**config.mk**
```make
export PLATFORM = sky130hd
export DESIGN_NAME = sil_irq_core
export DESIGN_NICKNAME = d
export VERILOG_FILES = /design/src/logic/sil_pkg.sv /design/src/logic/sil_hist_filter.sv /design/src/logic/sil_irq_core.sv
export VERILOG_INCLUDE_DIRS = /design/src /design/src/logic
export SDC_FILE = /design/constraint.sdc
export NUM_CORES = 1
export LEC_CHECK = 0
export BUFFER_PORTS_ARGS = -buffer_cell sky130_fd_sc_hd__buf_2
export CORE_MARGIN = 10
export CORE_UTILIZATION = 55
export CTS_BUF_LIST = sky130_fd_sc_hd__clkbuf_2 sky130_fd_sc_hd__clkbuf_4 sky130_fd_sc_hd__clkbuf_8
export DETAILED_ROUTE_END_ITERATION = 10
export PLACE_DENSITY = 0.78
export SLEW_MARGIN = 20
export SYNTH_ARGS = -nofsm -noshare
export SYNTH_HDL_FRONTEND = slang
export SYNTH_SLANG_ARGS = --single-unit
export TNS_END_PERCENT = 1
```
**constraint.sdc**
```tcl
create_clock -name core_clk_in -period 4.77 [get_ports core_clk_in]
set_input_delay 0.7155 -clock core_clk_in [delete_from_list [all_inputs] [get_ports core_clk_in]]
set_output_delay 0.7155 -clock core_clk_in [all_outputs]
set_load 0.03 [all_outputs]
```
**src/logic/sil_cfg.svh**
```systemverilog
// register offsets, field positions and reset values of the interrupt logic
// assumes inclusion by bare name from every file that decodes registers
`ifndef SIL_CFG_SVH
`define SIL_CFG_SVH

// register offsets on the device register port
`define SIL_OFF_PIN_CFG 8'h03
`define SIL_OFF_ENABLE 8'h04
`define SIL_OFF_MODE_PRI 8'h05
`define SIL_OFF_MODE_SEC 8'h06
`define SIL_OFF_FLAGS 8'h10

// reset value shared by every register
`define SIL_RST_REG 8'h00

// writable bits; the rest read as zero
`define SIL_MASK_PIN_CFG 8'h03
`define SIL_MASK_ENABLE 8'h3F
`define SIL_MASK_MODE_PRI 8'hFF
`define SIL_MASK_MODE_SEC 8'h0F
`define SIL_MASK_FLAGS 8'h3F

// pin configuration fields
`define SIL_CFG_OE 0
`define SIL_CFG_RELEASE 1

// flag and enable bit positions
`define SIL_BIT_LIGHT_LEAVE 0
`define SIL_BIT_LIGHT_ENTER 1
`define SIL_BIT_PROX_BASE 2
`define SIL_BIT_CMD 5

// mode field positions
`define SIL_PROX_ONE_LSB 4
`define SIL_PROX_TWO_LSB 6
`define SIL_PROX_THREE_LSB 0
`define SIL_LIGHT_EVERY 3'h0
`define SIL_LIGHT_LEAVE_BIT 0
`define SIL_LIGHT_CH_BIT 1
`define SIL_LIGHT_ENTER_BIT 2
`define SIL_CMD_SEL_BIT 2
`define SIL_RESP_ERR_BIT 7

`endif

```
**src/logic/sil_pkg.sv**
```systemverilog
// types shared by the sensor interrupt logic
// assumes nothing beyond a SystemVerilog compiler
`default_nettype none
package sil_pkg;
  // flag-setting choice of one proximity channel
  typedef enum logic [1:0] {
    SIL_PM_EVERY = 2'b00,
    SIL_PM_CROSS = 2'b01,
    SIL_PM_RSVD = 2'b10,
    SIL_PM_ABOVE = 2'b11
  } sil_prox_mode_t;
  // how the pin is released after assertion
  typedef enum logic [0:0] {
    SIL_REL_HOST = 1'b0,
    SIL_REL_READ = 1'b1
  } sil_release_t;
endpackage
`default_nettype wire

```
**src/logic/sil_hist_filter.sv**
```systemverilog
// history filter: flips a condition state after N agreeing samples
// assumes sample strobes and conditions from logic on the same clock
`default_nettype none
module sil_hist_filter #(
  parameter int HW = 4
) (
  // clock and reset
  input wire logic core_clk_in,
  input wire logic reset_in,
  // sample and conditions
  input wire logic sample_in,
  input wire logic set_cond_in,
  input wire logic clr_cond_in,
  input wire logic [HW-1:0] hist_len_in,
  // filtered state
  output logic state_out,
  output logic change_out
);
  logic state_reg, state_next;
  logic change_reg, change_next;
  logic [HW-1:0] cnt_reg, cnt_next;
  logic [HW:0] run;

  // a length of zero behaves as one sample
  always_comb begin
    state_next = state_reg;
    change_next = 1'b0;
    cnt_next = cnt_reg;
    run = {1'b0, cnt_reg} + {{HW{1'b0}}, 1'b1};
    if (sample_in) begin
      if (state_reg ? clr_cond_in : set_cond_in) begin
        if (run >= {1'b0, hist_len_in}) begin
          state_next = ~state_reg;
          change_next = 1'b1;
          cnt_next = '0;
        end else begin
          cnt_next = run[HW-1:0];
        end
      end else begin
        cnt_next = '0; // disagreeing run restarts
      end
    end
  end

  always_ff @(posedge core_clk_in or posedge reset_in) begin
    if (reset_in) begin
      state_reg <= 1'b0;
      change_reg <= 1'b0;
      cnt_reg <= '0;
    end else begin
      state_reg <= state_next;
      change_reg <= change_next;
      cnt_reg <= cnt_next;
    end
  end

  assign state_out = state_reg;
  assign change_out = change_reg;
endmodule
`default_nettype wire

```
**src/logic/sil_irq_core.sv**
```systemverilog
// interrupt flags, masks, modes and pin drive of the sensor
// assumes register port and sample strobes are on core_clk_in already
//
// Contract
// - pin driven only while output enable set
// - pin asserts on any enabled set flag
// - release bit picks how pin deasserts
// - release zero: flags hold until host clears
// - writing one clears that flag only
// - flags set only per enables and modes
// - prox one mode 00: flag every sample
// - prox one mode 01: flag on crossing
// - prox one mode 11: flag when above
// - prox two, three share same modes
// - light flags on leaving, entering window
// - command flag on response or error
`default_nettype none
`include "sil_cfg.svh"
module sil_irq_core
  import sil_pkg::*;
#(
  parameter int DW = 16,
  parameter int HW = 4
) (
  // clock and reset
  input wire logic core_clk_in,
  input wire logic reset_in,
  // register port
  input wire logic [7:0] reg_addr_in,
  input wire logic [7:0] reg_wdata_in,
  input wire logic reg_wr_in,
  input wire logic reg_rd_in,
  output logic [7:0] reg_rdata_out,
  // proximity samples, channel n in slice n
  input wire logic [2:0] prox_sample_valid_in,
  input wire logic [3*DW-1:0] prox_sample_in,
  input wire logic [3*DW-1:0] prox_threshold_in,
  input wire logic [DW-1:0] prox_hysteresis_in,
  input wire logic [HW-1:0] prox_history_check_in,
  // ambient light samples, visible 0 and infrared 1
  input wire logic [1:0] light_sample_valid_in,
  input wire logic [2*DW-1:0] light_sample_in,
  input wire logic [DW-1:0] light_low_threshold_in,
  input wire logic [DW-1:0] light_high_threshold_in,
  input wire logic [DW-1:0] light_hysteresis_in,
  input wire logic [HW-1:0] light_history_in,
  // command responses
  input wire logic resp_valid_in,
  input wire logic [7:0] resp_value_in,
  // open-drain interrupt pin
  output logic irq_pin_n_out,
  output logic irq_pin_oe_out
);
  logic [7:0] pin_cfg_reg, pin_cfg_next;
  logic [7:0] enable_reg, enable_next;
  logic [7:0] mode_pri_reg, mode_pri_next;
  logic [7:0] mode_sec_reg, mode_sec_next;
  logic [7:0] flags_reg, flags_next;
  logic [7:0] rdata_reg, rdata_next;
  logic pin_oe_reg, pin_oe_next;
  logic [2:0] prox_ev_reg;
  logic [1:0] light_ev_reg;
  logic resp_ev_reg;
  logic [7:0] resp_val_reg;
  logic [2:0] prox_above, prox_change, prox_set, prox_clr;
  logic [1:0] light_in, light_change, light_set, light_clr;
  logic [7:0] set_vec, clr_vec;
  logic flags_wr, flags_rd;
  logic [2:0] prox_fire;
  sil_prox_mode_t pm;

  // saturating arithmetic keeps hysteresis bands inside the range
  function automatic logic [DW-1:0] sat_add(input logic [DW-1:0] a,
                                            input logic [DW-1:0] b);
    logic [DW:0] s;
    s = {1'b0, a} + {1'b0, b};
    sat_add = s[DW] ? {DW{1'b1}} : s[DW-1:0];
  endfunction

  function automatic logic [DW-1:0] sat_sub(input logic [DW-1:0] a,
                                            input logic [DW-1:0] b);
    sat_sub = (a > b) ? a - b : '0;
  endfunction

  // mode field of proximity channel n
  function automatic sil_prox_mode_t prox_mode(input logic [7:0] pri,
                                               input logic [7:0] sec,
                                               input int n);
    logic [1:0] f;
    case (n)
      0: f = pri[`SIL_PROX_ONE_LSB +: 2];
      1: f = pri[`SIL_PROX_TWO_LSB +: 2];
      default: f = sec[`SIL_PROX_THREE_LSB +: 2];
    endcase
    prox_mode = sil_prox_mode_t'(f);
  endfunction

  // threshold trackers; hysteresis sets the band, history the count
  genvar g;
  generate
    for (g = 0; g < 3; g++) begin : g_prox
      assign prox_set[g] = prox_sample_in[g*DW +: DW] >
        sat_add(prox_threshold_in[g*DW +: DW], prox_hysteresis_in);
      assign prox_clr[g] = prox_sample_in[g*DW +: DW] <
        sat_sub(prox_threshold_in[g*DW +: DW], prox_hysteresis_in);
      sil_hist_filter #(.HW(HW)) u_prox (
        .core_clk_in(core_clk_in),
        .reset_in(reset_in),
        .sample_in(prox_sample_valid_in[g]),
        .set_cond_in(prox_set[g]),
        .clr_cond_in(prox_clr[g]),
        .hist_len_in(prox_history_check_in),
        .state_out(prox_above[g]),
        .change_out(prox_change[g])
      );
    end
    for (g = 0; g < 2; g++) begin : g_light
      // entry needs the full band, exit only touching a bound
      assign light_set[g] =
        (light_sample_in[g*DW +: DW] >
         sat_add(light_low_threshold_in, light_hysteresis_in)) &&
        (sat_add(light_sample_in[g*DW +: DW], light_hysteresis_in) <
         light_high_threshold_in);
      assign light_clr[g] =
        (light_sample_in[g*DW +: DW] <= light_low_threshold_in) ||
        (light_sample_in[g*DW +: DW] >= light_high_threshold_in);
      sil_hist_filter #(.HW(HW)) u_light (
        .core_clk_in(core_clk_in),
        .reset_in(reset_in),
        .sample_in(light_sample_valid_in[g]),
        .set_cond_in(light_set[g]),
        .clr_cond_in(light_clr[g]),
        .hist_len_in(light_history_in),
        .state_out(light_in[g]),
        .change_out(light_change[g])
      );
    end
  endgenerate

  // source events, delayed one cycle to line up with tracker outputs
  always_ff @(posedge core_clk_in or posedge reset_in) begin
    if (reset_in) begin
      prox_ev_reg <= 3'h0;
      light_ev_reg <= 2'h0;
      resp_ev_reg <= 1'b0;
      resp_val_reg <= 8'h00;
    end else begin
      prox_ev_reg <= prox_sample_valid_in;
      light_ev_reg <= light_sample_valid_in;
      resp_ev_reg <= resp_valid_in;
      resp_val_reg <= resp_value_in;
    end
  end

  // which flags the sequencer raises this cycle
  always_comb begin
    set_vec = 8'h00;
    pm = SIL_PM_EVERY;
    prox_fire = 3'h0;
    for (int n = 0; n < 3; n++) begin
      pm = prox_mode(mode_pri_reg, mode_sec_reg, n);
      unique case (pm)
        SIL_PM_EVERY: prox_fire[n] = prox_ev_reg[n];
        SIL_PM_CROSS: prox_fire[n] = prox_change[n];
        SIL_PM_ABOVE: prox_fire[n] = prox_ev_reg[n] & prox_above[n];
        default: prox_fire[n] = 1'b0; // code 10 raises nothing
      endcase
      set_vec[`SIL_BIT_PROX_BASE + n] =
        enable_reg[`SIL_BIT_PROX_BASE + n] & prox_fire[n];
    end
    // light leave: per visible sample, or window exit of chosen channel
    set_vec[`SIL_BIT_LIGHT_LEAVE] = enable_reg[`SIL_BIT_LIGHT_LEAVE] &
      (((mode_pri_reg[2:0] == `SIL_LIGHT_EVERY) & light_ev_reg[0]) |
       (mode_pri_reg[`SIL_LIGHT_LEAVE_BIT] &
        light_change[mode_pri_reg[`SIL_LIGHT_CH_BIT]] &
        ~light_in[mode_pri_reg[`SIL_LIGHT_CH_BIT]]));
    set_vec[`SIL_BIT_LIGHT_ENTER] = enable_reg[`SIL_BIT_LIGHT_ENTER] &
      mode_pri_reg[`SIL_LIGHT_ENTER_BIT] &
      light_change[mode_pri_reg[`SIL_LIGHT_CH_BIT]] &
      light_in[mode_pri_reg[`SIL_LIGHT_CH_BIT]];
    set_vec[`SIL_BIT_CMD] = enable_reg[`SIL_BIT_CMD] & resp_ev_reg &
      (~mode_sec_reg[`SIL_CMD_SEL_BIT] |
       resp_val_reg[`SIL_RESP_ERR_BIT]);
  end

  // register writes, flag clearing and read data
  always_comb begin
    flags_wr = reg_wr_in && (reg_addr_in == `SIL_OFF_FLAGS);
    flags_rd = reg_rd_in && (reg_addr_in == `SIL_OFF_FLAGS);
    pin_cfg_next = pin_cfg_reg;
    enable_next = enable_reg;
    mode_pri_next = mode_pri_reg;
    mode_sec_next = mode_sec_reg;
    if (reg_wr_in) begin
      case (reg_addr_in)
        `SIL_OFF_PIN_CFG: pin_cfg_next = reg_wdata_in & `SIL_MASK_PIN_CFG;
        `SIL_OFF_ENABLE: enable_next = reg_wdata_in & `SIL_MASK_ENABLE;
        `SIL_OFF_MODE_PRI: mode_pri_next = reg_wdata_in & `SIL_MASK_MODE_PRI;
        `SIL_OFF_MODE_SEC: mode_sec_next = reg_wdata_in & `SIL_MASK_MODE_SEC;
        default: ;
      endcase
    end
    clr_vec = flags_wr ? reg_wdata_in : 8'h00;
    // read-release: a status read drops what it returned
    if (flags_rd &&
        sil_release_t'(pin_cfg_reg[`SIL_CFG_RELEASE]) == SIL_REL_READ) begin
      clr_vec = clr_vec | flags_reg;
    end
    // a set in the clearing cycle wins
    flags_next = ((flags_reg & ~clr_vec) | set_vec) & `SIL_MASK_FLAGS;
    rdata_next = rdata_reg;
    if (reg_rd_in) begin
      case (reg_addr_in)
        `SIL_OFF_PIN_CFG: rdata_next = pin_cfg_reg;
        `SIL_OFF_ENABLE: rdata_next = enable_reg;
        `SIL_OFF_MODE_PRI: rdata_next = mode_pri_reg;
        `SIL_OFF_MODE_SEC: rdata_next = mode_sec_reg;
        `SIL_OFF_FLAGS: rdata_next = flags_reg;
        default: rdata_next = 8'h00;
      endcase
    end
    pin_oe_next = pin_cfg_reg[`SIL_CFG_OE] & |(enable_reg & flags_reg);
  end

  always_ff @(posedge core_clk_in or posedge reset_in) begin
    if (reset_in) begin
      pin_cfg_reg <= `SIL_RST_REG;
      enable_reg <= `SIL_RST_REG;
      mode_pri_reg <= `SIL_RST_REG;
      mode_sec_reg <= `SIL_RST_REG;
      flags_reg <= `SIL_RST_REG;
      rdata_reg <= `SIL_RST_REG;
      pin_oe_reg <= 1'b0;
    end else begin
      pin_cfg_reg <= pin_cfg_next;
      enable_reg <= enable_next;
      mode_pri_reg <= mode_pri_next;
      mode_sec_reg <= mode_sec_next;
      flags_reg <= flags_next;
      rdata_reg <= rdata_next;
      pin_oe_reg <= pin_oe_next;
    end
  end

  // the pin only ever pulls low; the board pulls it up
  assign irq_pin_n_out = 1'b0;
  assign irq_pin_oe_out = pin_oe_reg;
  assign reg_rdata_out = rdata_reg;
endmodule
`default_nettype wire

```
After elaboration in Yosys (flattened, before gate mapping)
Cells that the tools add are included.
{"block": "totals", "regBits": 78, "in_bits": 234, "out_inout_bits": 10, "wordCells": 174}
{"block": "classes", "n_addsub": 14, "n_eq_ne": 11, "n_reduce_logical": 21, "n_lt_le_gt_ge": 23, "bitwise": 30, "mux": 49}
{"op": "16-bit 2-to-1 mux", "count": 9}
{"op": "16-bit > comparator", "count": 8}
{"op": "16-bit by 16-bit adder with 17-bit output", "count": 6}
{"op": "16-bit less-than comparator", "count": 5}
{"op": "16-bit subtractor", "count": 3}
{"op": "4-bit 2-to-1 mux", "count": 10}
{"op": "8-bit one-hot mux with 5 select lines", "count": 1}
{"op": "16-bit greater-or-equal comparator", "count": 2}
{"op": "16-bit <= comparator", "count": 2}
{"op": "4-bit by 1-bit adder with 5-bit output, second input constant", "count": 5}
{"op": "5-bit by 4-bit greater-or-equal comparator with 1-bit output", "count": 5}
{"op": "8-bit by 3-bit equality test with 1-bit output, second input constant", "count": 3}
{"op": "1-bit 2-to-1 mux", "count": 24}
{"op": "1-bit AND", "count": 16}
{"op": "3-bit AND reduction", "count": 5}
{"op": "6-bit AND", "count": 2}
{"op": "6-bit 2-to-1 mux", "count": 2}
{"op": "6-bit OR", "count": 2}
{"op": "1-bit one-hot mux with 3 select lines", "count": 3}
{"op": "8-bit by 2-bit equality test with 1-bit output, second input constant", "count": 1}
{"op": "8-bit by 5-bit equality test with 1-bit output, second input constant", "count": 1}
{"op": "2-bit AND reduction", "count": 4}
{"op": "8-bit OR reduction", "count": 1}
{"op": "1-bit NOT", "count": 7}
{"op": "9 further kinds", "count": 21}

Longest topological paths before layout
{"block": "depth", "ltp_word": 8, "mapped_depth": 22, "mapped_depth_nobuf": 22}

Hierarchy
From an unflattened synthesis, not the netlist that was laid out.
{"block": "unflattened", "hier_cells": 1977, "hier_area_um2": 15571.2}
{"module": "sil_irq_core", "area_each_um2": 13631.8, "cells_per_inst": 1782, "instances": 1, "seq_area_each_um2": 1026.0}
{"module": "sil_hist_filter", "area_each_um2": 387.9, "cells_per_inst": 39, "instances": 5, "seq_area_each_um2": 150.1}

Worst setup path before layout
OpenSTA, ideal clock, no wires.
{"block": "synth_path", "path_type": "input port to flip-flop", "start": "input prox_threshold_in[32]", "end": "register g_prox[2].u_prox.cnt_reg[0]", "path_buffers": 1, "cell_stages": 21, "arrival_time_ps": 4723, "setup_time_ps": 125, "t_required_ps": 4645, "path_slack_ps": -77, "path_cell_list": "ha_1 > fa_1 > nor2b_1 > o21bai_2 > a21o_1 > a21oi_1 > a221o_1 > o41ai_4 > o31ai_1 > a221o_1 > buf_2 > nor2_1 > ha_1 > a2111oi_0 > o221ai_1 > nand2_1 > nor2_1 > o21ai_0 > a21boi_2 > nor3_2 > mux2_2"}
{"block": "synth_between", "elab_chain_cells": 5, "elab_cells_between_ends": 9, "classes_between": "add/sub (2); order compare (3); mux (4)"}
{"element": "start: declaration", "line_no": "sil_irq_core.sv:37", "rtl": "input wire logic [3*DW-1:0] prox_threshold_in,"}
{"element": "16-bit by 16-bit adder with 17-bit output, or another cell as far along", "line_no": "sil_irq_core.sv:76", "rtl": "s = {1'b0, a} + {1'b0, b};"}
{"element": "16-bit 2-to-1 mux (on tied branches)", "line_no": "sil_irq_core.sv:77, sil_irq_core.sv:82"}
{"element": "16-bit > comparator / 16-bit less-than comparator (equally long branches)", "line_no": "sil_irq_core.sv:102, sil_irq_core.sv:104"}
{"element": "1-bit 2-to-1 mux *", "line_no": "sil_hist_filter.sv:31", "rtl": "if (state_reg ? clr_cond_in : set_cond_in) begin"}
{"element": "4-bit 2-to-1 mux *", "line_no": "sil_hist_filter.sv:31"}
{"element": "end signal: assignment", "line_no": "sil_hist_filter.sv:53", "rtl": "cnt_reg <= cnt_next;"}
{"element": "end: declaration", "line_no": "sil_hist_filter.sv:21", "rtl": "logic [HW-1:0] cnt_reg, cnt_next;"}
Mark *: on every way between the ends. The rest lies on a longest branch, timed or not.
A chain may end at the register's enable or synchronous reset.

Final worst setup path
{"block": "layout_path", "start": "input light_hysteresis_in[0]", "end": "register g_light[1].u_light.cnt_reg[2]"}
{"block": "layout_between", "elab_chain_cells": 6, "elab_cells_between_ends": 9, "classes_between": "add/sub (2); order compare (2); mux (4); reduce/logical (1)"}
{"element": "start: declaration", "line_no": "sil_irq_core.sv:45", "rtl": "input wire logic [DW-1:0] light_hysteresis_in,"}
{"element": "16-bit by 16-bit adder with 17-bit output", "line_no": "sil_irq_core.sv:76"}
{"element": "16-bit 2-to-1 mux", "line_no": "sil_irq_core.sv:77", "rtl": "sat_add = s[DW] ? {DW{1'b1}} : s[DW-1:0];"}
{"element": "16-bit > comparator / 16-bit less-than comparator (equally long branches)", "line_no": "sil_irq_core.sv:120, sil_irq_core.sv:122"}
{"element": "1-bit logical AND *", "line_no": "sil_irq_core.sv:121", "rtl": "sat_add(light_low_threshold_in, light_hysteresis_in)) &&"}
{"element": "1-bit 2-to-1 mux *", "line_no": "sil_hist_filter.sv:31"}
{"element": "4-bit 2-to-1 mux *", "line_no": "sil_hist_filter.sv:31"}
{"element": "end signal: assignment", "line_no": "sil_hist_filter.sv:53"}
{"element": "end: declaration", "line_no": "sil_hist_filter.sv:21"}
Marked as above.

==> summary.txt <==
Place
  – Placed cells: 2816
  – Post-DP HPWL: between 40000 and 50000 microns
  – Port-buffer cells: 235
  – GP Congestion: between 0.9 and 1

Die
  – Ports: 244
  – DIE AREA: approximately 36000 sq um
  – Die Ht: 188 microns
  – Initial Util: 55.9%
  – Die X: 188 microns
  – Core ar.: around 28000 sq um
  – Row cnt: 61

Setup path
  – Max incr delay on CP: roughly 0.39 ns
  – Critical R2R Launch: g_light[0].u_light.cnt_reg[0]$_DFFE_PP0P_
  – CP Buf/Inv Count: 9
  – Crit path max fanout: 3
  – Crit start category: primary input
  – Cell family with most CP delay: compound AO/OA/AOI/OAI gates
  – Crit path DAT: 5.21 ns
  – WS Path Type: in2reg
  – Crit path capture type: register
  – Worst R2R Path Depth: 10
  – Worst Path Required: 5.05 ns
  – Worst path most repeated cell: buf_4
  – Reg2reg setup slack: about 2.2 ns
  – Worst path slowest cell: fa_2
  – Worst r2r dst: g_light[0].u_light.cnt_reg[2]$_DFFE_PP0P_

Synthesis
  – Syn_area_per_cell: approximately 7.9 sq um
  – Cells after Synth: 1967
  – Yosys top cell by area: ha_1
  – Post-Syn Nets: 2596
  – Synth Warn #: 0
  – Cell Area, Synth: ~16000 sq um
  – Post-synth EDFFs: 0
  – Ranking of synthesized cells by area: ha_1 (31%), dfrtp_1 (11%), a21oi_1 (4.8%)
  – Most common library cells after synthesis: ha_1 (386), nor2_1 (157), a21oi_1 (150)
  – Seq/Total Area, Yosys: 11.4%
  – Async S/R FF share, synth: 100%
  – FF+latch count, synth: 71
  – Main synth FF type: dfrtp_1
  – Yosys cell types: 86
  – Most common cell in the netlist: ha_1
  – Synth top area share: 30.9%

Layout
  – Layout area overhead: 29.4%
  – Layout Cells excl Fill: 2873
  – Final #Nets: about 3100
  – Share of cells above drive strength 1: 27.8%
  – Largest register FFs: 12

Power and ir drop
  – P_sw: 0.00183 W
  – Cell Pwr Density: 207 nW/um^2
  – Clock share of power: 13.0%
  – LEAKAGE: 10.4 nW
  – Peak VDD IR: about 160 uV
  – Sequential power share: 18.6%
  – Comb power frac: approximately two thirds
  – Pint: 0.00235 W
  – Sw Ratio: 43.7%

Drt
  – DR WL met2: 26300 microns
  – Drt first pass iters: 5
  – Vias: 17100
  – Met1 WL: 22100 microns
  – Routed Antenna Nets: 0
  – Max layer used: met5
  – DRC viols: 0
  – Avg Vias per Cell: between 5 and 6
  – DR WL met3: 3320 microns
  – Aggregate routed wire length: ~54000 microns
  – Initial DRC count: roughly 1100
  – Wire per inst: 18.9 microns

Flow run
  – Max Cap Viol: 0

Timing
  – RSZ-0062 raised after global routing: true
  – Fmax: 0.203 GHz
  – Final hold violations: 0
  – Slew Viols, Final: 0
  – Final hold slack: about 0.36 ns
  – Final Cycle Share: 103%
  – Final setup margin: -0.158 ns
  – Period minus WS final: roughly 4.9 ns
  – Max_slew headroom: 47.2%
  – Setup violations, final: 10
  – Worst Skew: 0.0102 ns
  – Worst slew pin tran: 0.787 ns

Global routing
  – Pin count of the biggest net entering global routing: 52
  – Grt total ovfl: 0
  – Vias in the first global route: about 17000
  – Initial antenna violation count: 9
  – GR Util All Layers: 28.8%
  – First-pass GRT wire length: 85500 microns

Clocking
  – Inserted Clock Buffers: 9
  – Clock root buffer master: clkbuf_8
  – Clock Tree Buf Depth: 2
  – H-tree depth: 3
  – Clk sink count: 71
  – Clock slew at reported path FFs: 0.08 ns
  – Clock latency on the worst-skew pair: 0.35 ns
  – CTS tree: done

Outcome
  – Status: finished, violations left
  – Failing checks: setup timing

Hold path
  – Hold/Removal Path Class: in2async
==> cell families after synthesis <==
logic type               after synthesis  share of synthesized area, %
AND/OR/NAND/NOR                      595                          18.5
AO/OA/AOI/OAI                        589                          25.7
adder cells (fa/ha/maj)              395                          32.1
buffers and inverters                186                          4.59
XOR/XNOR                              96                          5.38
flip-flops                            71                          11.4
multiplexers                          34                          2.37
other                                  1                        0.0240
==> per-layer routing <==
layer  track usage [%]  vias up
met5                 0        -
met4              12.1        4
met3              4.06      158
met2              51.3      624
met1              33.8     8044
li1                  -     8284
==> worst reg2reg max path: stages (launching register included) <==
cell	delay, ns
dfrtp_1	0.43
ha_1	0.34
ha_1	0.28
a21o_1	0.15
a21oi_1	0.14
nor2b_1	0.06
a311oi_1	0.45
o311ai_0	0.29
o21ai_2	0.15
o21ai_0	0.11
o21ai_0	0.10
==> per-stage QoR <==
stage                     power, W  util (%)  worst slack [ns]  setup TNS, ns  area [sq um]
after global routing       0.00453      72.3            -0.347          -4.19         20200
after floorplan            0.00238         -           -0.0197        -0.0197         15600
after CTS                  0.00407      71.1           -0.0675         -0.299         19800
after detailed placement   0.00340      68.7            -0.693         -15.04         19200
final                      0.00418      72.3            -0.158         -0.611         20200
after global placement     0.00330      68.7            -0.654         -12.29         19200
==> power by group through the flow <==
stage / logic, W / clock network [W] / registers, W
floorplan: 0.00163 / 0 / 0.000746
global placement: 0.00252 / 0 / 0.000782
detailed placement: 0.00261 / 0 / 0.000786
CTS: 0.00274 / 0.000551 / 0.000775
global route: 0.00317 / 0.000576 / 0.000789
finish: 0.00286 / 0.000542 / 0.000777
==> worst max path at each step <==
| stage | from | to | slack, ns | cells past startpoint |
|---|---|---|---|---|
| floorplan | prox_threshold_in[32] | g_prox[2].u_prox.cnt_reg[0]$_DFFE_PP0P_ | -0.02 | 21 |
| global placement | light_hysteresis_in[0] | g_light[0].u_light.cnt_reg[3]$_DFFE_PP0P_ | -0.65 | 18 |
| global route | light_hysteresis_in[0] | g_light[1].u_light.cnt_reg[2]$_DFFE_PP0P_ | -0.35 | 24 |
| detailed placement | prox_hysteresis_in[0] | g_prox[1].u_prox.cnt_reg[2]$_DFFE_PP0P_ | -0.69 | 22 |
| finish | light_hysteresis_in[0] | g_light[1].u_light.cnt_reg[2]$_DFFE_PP0P_ | -0.16 | 26 |
| CTS | prox_hysteresis_in[1] | g_prox[1].u_prox.cnt_reg[2]$_DFFE_PP0P_ | -0.07 | 23 |
==> area by class of cell <==
cell class                      count  area, sq um
Multi-Input combinational cell   1710        13600
Timing Repair Buffer              545         3580
Clock inverter                      6         92.6
Clock buffer                       10          131
Sequential cell                    71         1780
Tap cell                          378          473
Antenna cell                        8         20.0
Inverter                          145          544
Fill cell                        2271         7730
==> layout by cell type, fill, tap and decap left out, types with 16 or more instances in the layout <==
| cell type | instances |
|---|---|
| inv_1 | 144 |
| o21a_1 | 29 |
| xnor2_1 | 59 |
| or3_1 | 16 |
| nand2_1 | 148 |
| a21o_1 | 75 |
| dfrtp_1 | 71 |
| o21ai_0 | 90 |
| a21oi_1 | 132 |
| xor2_1 | 37 |
| nor2b_1 | 28 |
| buf_2 | 232 |
| o21bai_1 | 22 |
| mux2_2 | 24 |
| o211ai_1 | 20 |
| ha_1 | 377 |
| nand3_1 | 53 |
| nor3_1 | 43 |
| nand4_1 | 36 |
| a21oi_2 | 17 |
| nor2_1 | 150 |
| nand2b_1 | 42 |
| buf_4 | 302 |
==> what timing repair did <==
item                       4_1_cts  5_1_grt
cloned                           0        1
setup endpoints to repair       24       30
hold buffers                     0        0
gates resized for setup         55       58
setup buffers                   26        6
pin swaps                       39       55
No activity file was read; power rests on OpenSTA's default activity.
